<file path="src/shared/ledseq_pkg.sv">
`default_nettype none
package ledseq_pkg;
  // ------------------------------------------------------------------
  // Clocking
  // ------------------------------------------------------------------
  localparam int unsigned CLK_HZ  = 10_000_000;   // System clock rate
  localparam int unsigned OSC_HZ  = 200_000;      // Boost oscillator rate
  localparam int unsigned OSC_DIV = CLK_HZ / OSC_HZ; // Clocks per count

  // ------------------------------------------------------------------
  // Channel count and fault counts (oscillator counts)
  // ------------------------------------------------------------------
  localparam int unsigned NUM_CH   = 6;          // LED channels
  localparam logic [2:0]  MASK_CNT = 3'h4;       // Masked PWM-high counts
  localparam logic [2:0]  ERR_CNT  = 3'h3;       // Error flag high counts
  localparam logic [2:0]  HOLD_CNT = 3'h3;       // Threshold to discharge
  localparam logic [10:0] RST_CNT  = 11'h400;    // Reset timer, 1024
  localparam logic [2:0]  SHORT_CNT = 3'h4;      // Short qualify counts
  localparam logic [1:0]  ERR_FALLS = 2'h2;      // Falls before discharge

  // ------------------------------------------------------------------
  // State types
  // ------------------------------------------------------------------
  typedef enum logic [1:0] {SQ_OFF, SQ_WAIT, SQ_SOFT, SQ_RUN} seq_state_t;
  typedef enum logic [2:0] {
    F_IDLE, F_ERR, F_CHARGE, F_HOLD, F_RESET, F_LATCH
  } flt_state_t;
endpackage
`default_nettype wire

</file>
<file path="src/shared/ledseq_if.sv">
`default_nettype none
// Oscillator count enable and qualified short flags
interface ledseq_if;
  logic                            tick;      // One-cycle count enable
  logic [ledseq_pkg::NUM_CH-1:0]   short_hit; // Qualified short per channel
  modport div (output tick);
  modport det (input tick, output short_hit);
  modport top (input tick, input short_hit);
endinterface
`default_nettype wire

</file>
<file path="src/led_fault_protection_sequencer.sv">
// Operation
// - Standby rise starts regulator; boost waits for PWM
// - Soft start begins on PWM rise, then continues
// - No gate pulses below 0.8 V soft start
// - Soft start ends at 4.0 V; detection enabled
// - Standby low stops gate, discharges soft start
// - Latch mode masks faults of four counts
// - Longer fault charges timer; PWM no longer gates
// - Latch mode fault cleared while charging discharges timer
// - Latch mode threshold stops channel, fault low
// - Stopped channel latched until standby, reset, clear
// - Retry mode fault low until charge plus timer
// - Retry mode masks four counts, then error high
// - Three more counts: error low, charge starts
// - Discharge timer three counts after threshold
// - 1024-count reset timer, then fault released
// - Persistent fault toggles error; discharge second fall
// - After reset timer, normal charge retries
// - Short detection off with single channel
// - Short needs three conditions over four counts
// - Counting runs at boost oscillator rate
`default_nettype none
module led_fault_protection_sequencer #(
  parameter int unsigned NCH = ledseq_pkg::NUM_CH,
  parameter int unsigned DIV = ledseq_pkg::OSC_DIV
) (
  input  wire logic           clock,
  input  wire logic           rst_n,
  input  wire logic           standby_control,
  input  wire logic           fail_mode,
  input  wire logic           fault_reset,
  input  wire logic           fault_latch_clear_bit,
  input  wire logic [NCH-1:0] pwm_dim,
  input  wire logic [NCH-1:0] channel_enable,
  input  wire logic           ss_above_low,
  input  wire logic           ss_above_high,
  input  wire logic           cp_at_threshold,
  input  wire logic [NCH-1:0] led_open,
  input  wire logic [NCH-1:0] led_above_short,
  input  wire logic [NCH-1:0] led_at_or_below_low,
  input  wire logic           boost_pwm_raw,
  output logic                regulator_enable,
  output logic                ss_charge,
  output logic                ss_discharge,
  output logic                boost_gate,
  output logic                fault_detect_enable,
  output logic                cp_charge,
  output logic                cp_discharge,
  output logic                fail_out,
  output logic                fail_oe,
  output logic                err_flag,
  output logic [NCH-1:0]      channel_stop
);

  // Local names for the package state codes
  localparam ledseq_pkg::seq_state_t SQ_OFF   = ledseq_pkg::SQ_OFF;
  localparam ledseq_pkg::seq_state_t SQ_WAIT  = ledseq_pkg::SQ_WAIT;
  localparam ledseq_pkg::seq_state_t SQ_SOFT  = ledseq_pkg::SQ_SOFT;
  localparam ledseq_pkg::seq_state_t SQ_RUN   = ledseq_pkg::SQ_RUN;
  localparam ledseq_pkg::flt_state_t F_IDLE   = ledseq_pkg::F_IDLE;
  localparam ledseq_pkg::flt_state_t F_ERR    = ledseq_pkg::F_ERR;
  localparam ledseq_pkg::flt_state_t F_CHARGE = ledseq_pkg::F_CHARGE;
  localparam ledseq_pkg::flt_state_t F_HOLD   = ledseq_pkg::F_HOLD;
  localparam ledseq_pkg::flt_state_t F_RESET  = ledseq_pkg::F_RESET;
  localparam ledseq_pkg::flt_state_t F_LATCH  = ledseq_pkg::F_LATCH;

  // ------------------------------------------------------------------
  // Count enable and short detection
  // ------------------------------------------------------------------
  ledseq_if u_link ();

  osc_tick_gen #(.DIV(DIV)) u_tick (
    .clock (clock),
    .rst_n (rst_n),
    .link  (u_link.div)
  );

  short_qualify #(.NCH(NCH)) u_short (
    .clock               (clock),
    .rst_n               (rst_n),
    .pwm_dim             (pwm_dim),
    .led_above_short     (led_above_short),
    .led_at_or_below_low (led_at_or_below_low),
    .channel_enable      (channel_enable),
    .link                (u_link.det)
  );

  logic           tick;        // One oscillator count
  logic [NCH-1:0] fault_vec;   // Faulty channels
  logic           fault_any;   // Any fault present
  logic           pwm_any;     // Any PWM high

  // comparator bits taken as synchronous levels
  assign tick      = u_link.tick;
  assign fault_vec = (led_open | u_link.short_hit) & channel_enable;
  assign fault_any = |fault_vec;
  assign pwm_any   = |pwm_dim;

  // ------------------------------------------------------------------
  // Start-up sequencer
  // ------------------------------------------------------------------
  ledseq_pkg::seq_state_t seq_r;     // Sequencer state
  ledseq_pkg::seq_state_t seq_nxt;
  logic                   stb_prev_r; // Standby last cycle
  logic                   pwm_prev_r; // PWM last cycle
  logic                   pwm_rise;   // PWM low to high

  assign pwm_rise = pwm_any && !pwm_prev_r;

  // Next sequencer state
  always_comb begin
    seq_nxt = seq_r;
    unique case (seq_r)
      SQ_OFF:  if (standby_control && !stb_prev_r) seq_nxt = SQ_WAIT;
      SQ_WAIT: if (pwm_rise) seq_nxt = SQ_SOFT;
      // top of soft start ends interval
      SQ_SOFT: if (ss_above_high) seq_nxt = SQ_RUN;
      SQ_RUN:  seq_nxt = SQ_RUN;
    endcase
    if (!standby_control) seq_nxt = SQ_OFF;
  end

  // Register sequencer
  always_ff @(posedge clock) begin
    if (!rst_n) begin
      seq_r      <= SQ_OFF;
      stb_prev_r <= 1'b0;
      pwm_prev_r <= 1'b0;
    end else begin
      seq_r      <= seq_nxt;
      stb_prev_r <= standby_control;
      pwm_prev_r <= pwm_any;
    end
  end

  // Sequencer outputs; gate stays combinational so standby acts at once
  assign regulator_enable    = (seq_r != SQ_OFF);
  assign ss_charge           = standby_control &&
                               (seq_r == SQ_SOFT || seq_r == SQ_RUN);
  assign ss_discharge        = !standby_control || seq_r == SQ_OFF ||
                               seq_r == SQ_WAIT;
  assign fault_detect_enable = (seq_r == SQ_RUN);
  assign boost_gate = boost_pwm_raw && standby_control && ss_above_low &&
                      (seq_r == SQ_SOFT || seq_r == SQ_RUN);

  // ------------------------------------------------------------------
  // Fault timer controller
  // ------------------------------------------------------------------
  ledseq_pkg::flt_state_t flt_r;     // Fault state
  ledseq_pkg::flt_state_t flt_nxt;
  logic [10:0]    cnt_r;             // Shared count
  logic [10:0]    cnt_nxt;
  logic           err_r;             // Internal error flag
  logic           err_nxt;
  logic [1:0]     falls_r;           // Error falling edges seen
  logic [1:0]     falls_nxt;
  logic           retry_r;           // Charge again after reset timer
  logic           retry_nxt;
  logic           fail_r;            // Fault output driven low
  logic           fail_nxt;
  logic [NCH-1:0] stop_r;            // Latched-off channels
  logic [NCH-1:0] stop_nxt;

  // Next fault state
  always_comb begin
    flt_nxt   = flt_r;
    cnt_nxt   = cnt_r;
    err_nxt   = err_r;
    falls_nxt = falls_r;
    retry_nxt = retry_r;
    fail_nxt  = fail_r;
    stop_nxt  = stop_r;
    unique case (flt_r)
      // Count PWM-high fault time
      F_IDLE: if (tick) begin
        if (!fault_any) begin
          cnt_nxt = 11'h000;
        end else if (pwm_any) begin
          // four counts or fewer stay masked
          if (cnt_r == 11'(ledseq_pkg::MASK_CNT)) begin
            cnt_nxt = 11'h000;
            if (fail_mode) begin
              flt_nxt = F_ERR;
              err_nxt = 1'b1;
            end else begin
              flt_nxt = F_CHARGE;
            end
          end else begin
            cnt_nxt = cnt_r + 11'h001;
          end
        end
      end
      // Error flag high for three counts
      F_ERR: if (tick) begin
        if (!fault_any) begin
          flt_nxt = F_IDLE;
          err_nxt = 1'b0;
          cnt_nxt = 11'h000;
        end else if (cnt_r == 11'(ledseq_pkg::ERR_CNT - 3'h1)) begin
          flt_nxt   = F_CHARGE;
          err_nxt   = 1'b0;
          fail_nxt  = 1'b1;
          falls_nxt = 2'h0;
          retry_nxt = 1'b0;
          cnt_nxt   = 11'h000;
        end else begin
          cnt_nxt = cnt_r + 11'h001;
        end
      end
      // Fault timer charging
      F_CHARGE: if (!fail_mode) begin
        if (tick && !fault_any) begin
          flt_nxt = F_IDLE;
          cnt_nxt = 11'h000;
        end else if (cp_at_threshold) begin
          flt_nxt  = F_LATCH;
          fail_nxt = 1'b1;
          stop_nxt = stop_r | fault_vec;
        end
      end else begin
        if (cp_at_threshold) begin
          flt_nxt = F_HOLD;
          err_nxt = 1'b0;
          cnt_nxt = 11'h000;
        end else if (tick && fault_any) begin
          err_nxt = !err_r;
          if (err_r) begin
            falls_nxt = falls_r + 2'h1;
            if (falls_r == ledseq_pkg::ERR_FALLS - 2'h1) begin
              flt_nxt   = F_RESET;
              retry_nxt = 1'b1;
              cnt_nxt   = 11'h000;
            end
          end
        end else if (tick) begin
          err_nxt = 1'b0;
        end
      end
      F_HOLD: if (tick) begin
        if (cnt_r == 11'(ledseq_pkg::HOLD_CNT - 3'h1)) begin
          flt_nxt = F_RESET;
          cnt_nxt = 11'h000;
        end else begin
          cnt_nxt = cnt_r + 11'h001;
        end
      end
      // reset timer with output held low
      F_RESET: if (tick) begin
        if (cnt_r == ledseq_pkg::RST_CNT - 11'h001) begin
          cnt_nxt = 11'h000;
          if (retry_r || fault_any) begin
            flt_nxt   = F_CHARGE;
            retry_nxt = 1'b0;
            falls_nxt = 2'h0;
          end else begin
            flt_nxt  = F_IDLE;
            fail_nxt = 1'b0;
          end
        end else begin
          cnt_nxt = cnt_r + 11'h001;
        end
      end
      F_LATCH: if (fault_reset || fault_latch_clear_bit) begin
        flt_nxt  = F_IDLE;
        fail_nxt = 1'b0;
        stop_nxt = '0;
        cnt_nxt  = 11'h000;
      end
      default: flt_nxt = F_IDLE;
    endcase
    // standby low or no detection clears all
    if (!standby_control || seq_r != SQ_RUN) begin
      flt_nxt   = F_IDLE;
      cnt_nxt   = 11'h000;
      err_nxt   = 1'b0;
      falls_nxt = 2'h0;
      retry_nxt = 1'b0;
      fail_nxt  = 1'b0;
      stop_nxt  = '0;
    end
  end

  // Register fault controller
  always_ff @(posedge clock) begin
    if (!rst_n) begin
      flt_r   <= F_IDLE;
      cnt_r   <= 11'h000;
      err_r   <= 1'b0;
      falls_r <= 2'h0;
      retry_r <= 1'b0;
      fail_r  <= 1'b0;
      stop_r  <= '0;
    end else begin
      flt_r   <= flt_nxt;
      cnt_r   <= cnt_nxt;
      err_r   <= err_nxt;
      falls_r <= falls_nxt;
      retry_r <= retry_nxt;
      fail_r  <= fail_nxt;
      stop_r  <= stop_nxt;
    end
  end

  // Fault outputs; fault pin is open drain, pulled low only
  assign cp_charge    = (flt_r == F_CHARGE || flt_r == F_HOLD);
  assign cp_discharge = !cp_charge;
  assign fail_out     = 1'b0;
  assign fail_oe      = fail_r;
  assign err_flag     = err_r;
  assign channel_stop = stop_r;
endmodule
`default_nettype wire

</file>
<file path="src/osc_tick_gen.sv">
`default_nettype none
// ----------------------------------------------------------------------
// Divider giving one enable pulse per boost oscillator period
// ----------------------------------------------------------------------
module osc_tick_gen #(
  parameter int unsigned DIV = ledseq_pkg::OSC_DIV
) (
  input  wire logic clock,
  input  wire logic rst_n,
  ledseq_if.div     link
);
  localparam int unsigned W = (DIV > 1) ? $clog2(DIV) : 1;
  localparam logic [W-1:0] LAST = W'(DIV - 1);

  logic [W-1:0] div_r;    // Divider count
  logic [W-1:0] div_nxt;
  logic         tick_r;   // Registered enable
  logic         tick_nxt;

  // Next divider value, pulse at wrap
  always_comb begin
    tick_nxt = (div_r == LAST);
    div_nxt  = tick_nxt ? '0 : div_r + W'(1);
  end

  // Register divider
  always_ff @(posedge clock) begin
    if (!rst_n) begin
      div_r  <= '0;
      tick_r <= 1'b0;
    end else begin
      div_r  <= div_nxt;
      tick_r <= tick_nxt;
    end
  end

  assign link.tick = tick_r;
endmodule
`default_nettype wire

</file>
<file path="src/short_qualify.sv">
`default_nettype none
// ----------------------------------------------------------------------
// Per-channel LED short qualification
// ----------------------------------------------------------------------
module short_qualify #(
  parameter int unsigned NCH = ledseq_pkg::NUM_CH
) (
  input  wire logic           clock,
  input  wire logic           rst_n,
  input  wire logic [NCH-1:0] pwm_dim,
  input  wire logic [NCH-1:0] led_above_short,
  input  wire logic [NCH-1:0] led_at_or_below_low,
  input  wire logic [NCH-1:0] channel_enable,
  ledseq_if.det               link
);

  // Number of set bits
  function automatic int unsigned ones(input logic [NCH-1:0] v);
    int unsigned n;
    n = 0;
    for (int i = 0; i < NCH; i++) n += v[i];
    return n;
  endfunction

  logic [2:0]     cnt_r [NCH];   // Qualify counters
  logic [2:0]     cnt_nxt [NCH];
  logic [NCH-1:0] hit_r;         // Qualified shorts
  logic [NCH-1:0] hit_nxt;
  logic           multi;         // More than one channel driven
  logic [NCH-1:0] low_on;        // PWM-high channels at or below 3 V

  assign multi  = (ones(channel_enable) > 1);
  assign low_on = pwm_dim & led_at_or_below_low;

  // Count conditions held on each oscillator count
  always_comb begin
    for (int i = 0; i < NCH; i++) begin
      cnt_nxt[i] = cnt_r[i];
      hit_nxt[i] = hit_r[i];
      if (!multi) begin
        cnt_nxt[i] = 3'h0;
        hit_nxt[i] = 1'b0;
      end else if (pwm_dim[i] && led_above_short[i] &&
                   |(low_on & ~(NCH'(1) << i))) begin
        if (link.tick) begin
          if (cnt_r[i] == ledseq_pkg::SHORT_CNT) begin
            hit_nxt[i] = 1'b1;           // Held beyond 4 counts
          end else begin
            cnt_nxt[i] = cnt_r[i] + 3'h1;
          end
        end
      end else begin
        cnt_nxt[i] = 3'h0;               // Condition broken
        hit_nxt[i] = 1'b0;
      end
    end
  end

  // Register counters and flags
  always_ff @(posedge clock) begin
    if (!rst_n) begin
      for (int i = 0; i < NCH; i++) cnt_r[i] <= 3'h0;
      hit_r <= '0;
    end else begin
      for (int i = 0; i < NCH; i++) cnt_r[i] <= cnt_nxt[i];
      hit_r <= hit_nxt;
    end
  end

  assign link.short_hit = hit_r;
endmodule
`default_nettype wire

</file>
<file path="config.mk">
export PLATFORM = sky130hd
export DESIGN_NAME = led_fault_protection_sequencer
export DESIGN_NICKNAME = d
export VERILOG_FILES = /design/src/shared/ledseq_pkg.sv /design/src/shared/ledseq_if.sv /design/src/led_fault_protection_sequencer.sv /design/src/osc_tick_gen.sv /design/src/short_qualify.sv
export SDC_FILE = /design/constraint.sdc
export NUM_CORES = 1
export LEC_CHECK = 0
export BUFFER_PORTS_ARGS = -buffer_cell sky130_fd_sc_hd__buf_2
export CAP_MARGIN = 10
export CORE_ASPECT_RATIO = 0.8
export CORE_UTILIZATION = 45
export CTS_BUF_LIST = sky130_fd_sc_hd__clkbuf_4 sky130_fd_sc_hd__clkbuf_8
export DETAILED_ROUTE_END_ITERATION = 10
export PLACE_DENSITY = 0.65
export SKIP_LAST_GASP = 1
export SYNTH_ARGS = -nofsm -noshare
export SYNTH_HDL_FRONTEND = slang
export SYNTH_HIERARCHICAL = 1
export SYNTH_SLANG_ARGS = --single-unit
</file>
<file path="constraint.sdc">
create_clock -name clock -period 3.5 [get_ports clock]
set_input_delay 0.7 -clock clock [delete_from_list [all_inputs] [get_ports clock]]
set_output_delay 0.7 -clock clock [all_outputs]
set_load 0.02 [all_outputs]
</file>
==> key figures <==
Outcome
  • Status: finished clean

Floorplanning
  • Initial Utilization: 46.9%
  • Core region area: 8020 um^2
  • DIE WIDTH: 104 um
  • Ports: 56
  • Vert. Die Dim: 83.8 um
  • # rows: 29
  • Die area: 8730 um^2

Synth
  • Yosys warning total: 6
  • Cell count after synthesis: 441
  • Post-Syn Nets: 502
  • Post-Syn Area: 3760 um^2
  • Syn_area_per_cell: 8.53 um^2
  • Most frequently used flop master after synthesis: dfxtp_1
  • Seq/Total Area, Yosys: 31.9%
  • Post-synth EDFFs: 0
  • Async S/R FF share, synth: 0%
  • FF+latch count, synth: 60
  • Distinct cell type count after synthesis: 70

STA
  • Setup violations, final: 0
  • Slew margin rel.: 54.4%
  • Clock skew: 0.00965 ns
  • TNS Setup: 0 ns
  • F_max: 331 MHz
  • Max-slew violations: 0
  • Final Worst Setup Slack: 0.475 ns
  • RSZ-0062 raised after global routing: no
  • Final cycle utilization of the critical path: 86.4%
  • Hold Vio Cnt, Final: 0
  • Minimum clock period: 3.03 ns
  • Worst Max-Slew Pin Slew: 0.683 ns
  • Fin Hold WS: 0.471 ns

Clock tree
  • Sink Count: 60
  • Htree depth: 3
  • Worst-path clk slew: 0.07 ns
  • Setup Buffers After CTS: 0
  • Max Buffers Root-to-Sink: 2
  • TritonCTS clock tree: yes
  • Hold_buf cts: 0
  • Worst-Skew Late Latency: 0.34 ns
  • Root Driver: clkbuf_8
  • PostCTS Resize Cnt: 0
  • Num CTS Buffers: 9

Layout
  • Commonest non-fill, non-tap cell in the layout: dfxtp_1
  • Multi-input logic area: 2350 um^2
  • Most frequent cells in the layout: dfxtp_1, buf_2, nor2_1
  • Post-Layout Cell Count: 607
  • Sequential cell area: 1200 um^2
  • P&R area growth vs syn: 14.9%
  • NumNets Final: 555
  • Layout cell share with drive strength beyond 1: 19.8%
  • Inserted Diodes: 0
  • Fill cell count: 731

Setup path
  • Critical Path RT: 3.76 ns
  • Slowest library cell on the worst path: fa_1
  • WS Path Type: primary input to flip-flop
  • R2R cell count: 6
  • Critical path cell sequence: buf_2 -> fa_1 -> inv_1 -> fa_1 -> nand2b_1 -> fa_1 -> a21boi_4 -> o311ai_2 -> nor3_1
  • Buffers & Inverters on Critical Path: 2
  • Startpoint types: primary input
  • Crit path DAT: 3.28 ns
  • Largest delay share family, worst path: adder cells
  • R2R Setup Slk: 0.82 ns
  • Crit Reg-Reg Startpoint: flt_r[0]$_SDFFE_PP0P_
  • CP max stage delay: 0.52 ns
  • Reg2reg end: cnt_r[9]$_SDFFE_PP0P_
  • Worst-path fanout max: 6
  • CP startpoint: channel_enable[0]
  • Critical Path Stages: 9
  • CP endpoint kind: flip-flop
  • CP most frequent cell: fa_1
  • Worst setup path endpoint: u_short/cnt_r[1][2]$_SDFFE_PP0P_

GRT
  • Grt ovf: 0
  • Largest net degree at the start of global routing: 25
  • First-pass GRT wire length: 15300 um
  • Antenna violations before repair: 0
  • Tot GR Track Use: 22.0%
  • Vias in the first global route: 3231

Power and ir drop
  • Pleak: 1.60 nW
  • Cell Pwr Density: 346 nW/um^2
  • Maximum vdd drop: 0.185 mV

Route
  • Total number of vias: 3497
  • Wire per inst: 15.1 um
  • Final WL: 9150 um
  • First drt pass iteration count: 5
  • DRC: 0
  • DR iter-0 viols: 169
  • Vias per cell: 5.76
  • Antenna viol nets, final: 0

Placed design
  • Port Buffer Count: 54
  • Placed cells: 591
  • Placer Congestion: 0.864
  • Dpl hpwl: 6920 um
  • Place WS: 0.138 ns

Job
  • Max-Cap Viols: 0

Min path
  • Hold WC Path Type: flip-flop to flip-flop
[layout make-up]
class,count,share of cell area (%)
sequential,60,27.8
inverter,31,2.69
clock inverter,6,1.65
multi-input combinational,333,54.4
timing repair buffer,59,7.12
tap,108,3.13
clock buffer,10,3.18
[cell usage after synthesis (2+ instances only)]
library cell  number  share of area [%]
o21a_1             7                1.4
o311ai_4           3                2.1
or3_1              5               0.83
fa_1               3                1.6
o211ai_1           7                1.4
o41ai_1            2               0.47
o21ai_1            3               0.40
buf_2              6               0.80
o31ai_1            7                1.4
and3_1             8                1.3
and4b_1            7                1.9
xor2_1             2               0.47
ha_1              18                6.0
o21ai_0           12                1.6
clkbuf_1           6               0.60
nor2b_1            5               0.83
dfxtp_1           60                 32
nand4_1           16                2.7
nor2_1            44                4.4
inv_1             30                3.0
buf_4              3               0.60
o32ai_1            2               0.47
a2111o_1           2               0.60
nand2_1           22                2.2
or2_2              2               0.33
a21boi_1           2               0.40
nor4_1             4               0.67
o221a_2            2               0.60
a32oi_1            2               0.47
a21oi_1           29                3.9
nor3_1            18                2.4
a21boi_0           3               0.60
a22o_4             2               0.93
xnor2_1            9                2.1
nand3_1           14                1.9
mux2i_1            8                2.1
a31oi_1           13                2.2
o311ai_2           3                1.3
a22o_1             2               0.47
nor4_2             2               0.67
and2_1            16                2.7
a211o_1            2               0.47
[where the power goes]
group / leakage (nW) / internal, mW / switching [mW] / total, mW
registers: 0.485 / 0.687 / 0.00443 / 0.692
logic: 1.01 / 0.0584 / 0.0883 / 0.147
clock network: 0.0995 / 0.354 / 0.301 / 0.655
total: 1.60 / 1.10 / 0.393 / 1.49
[worst min-delay path by stage]
stage	startpoint	endpoint	slack, ns	cells after the start
floorplan	u_short/link.short_hit[1]$_SDFFE_PN0P_	u_short/link.short_hit[1]$_SDFFE_PN0P_	0.44	2
global placement	channel_stop[5]$_SDFFE_PP0P_	channel_stop[5]$_SDFFE_PP0P_	0.44	2
detailed placement	channel_stop[5]$_SDFFE_PP0P_	channel_stop[5]$_SDFFE_PP0P_	0.46	2
CTS	channel_stop[3]$_SDFFE_PP0P_	channel_stop[3]$_SDFFE_PP0P_	0.48	2
global route	channel_stop[1]$_SDFFE_PP0P_	channel_stop[1]$_SDFFE_PP0P_	0.50	2
finish	channel_stop[1]$_SDFFE_PP0P_	channel_stop[1]$_SDFFE_PP0P_	0.47	2
[flip-flops by register name, indices dropped and copies added (netlist names)]
register and cells:
u_tick/div_r 6, fail_oe 1, retry_r 1, pwm_prev_r 1
falls_r 2, u_short/cnt_r 18, cnt_r 11, flt_r 3
seq_r 2, stb_prev_r 1, channel_stop 6, u_tick/link.tick 1
u_short/link.short_hit 6, err_flag 1
[metal layers]
layer / track usage [%] / routed length (um)
met1: 30.3 / 4460
met2: 34.7 / 4120
met3: 5.78 / 540
met4: 4.16 / 31
met5: 0 / 0
[tightest hold or removal path: cells and delay by family (launching register included)]
family           cells  cell delay (ns)
AND/OR/NAND/NOR      1             0.07
flip-flops           1             0.33
AO/OA/AOI/OAI        1             0.04
[cell families after synthesis]
family / after synthesis / share of synthesized area [%]
adders and majority gates: 21 / 7.59
xor gates and xnor gates: 11 / 2.56
muxes: 8 / 2.13
other: 1 / 0.0997
and+or+nand+nor: 171 / 24.6
DFF: 60 / 31.9
AOI/OAI and AO/OA: 121 / 25.5
buffers and inverters: 48 / 5.52
[stage by stage]
step                      instance area [um^2]  total power [mW]  util [%]
after floorplan                           3760             0.807         -
after global placement                    4110             0.851      51.3
after detailed placement                  4110             0.854      51.3
after CTS                                 4320              1.51      53.9
after global routing                      4320              1.56      53.9
final                                     4320              1.49      53.9
Power figures use the tool's default switching activity.
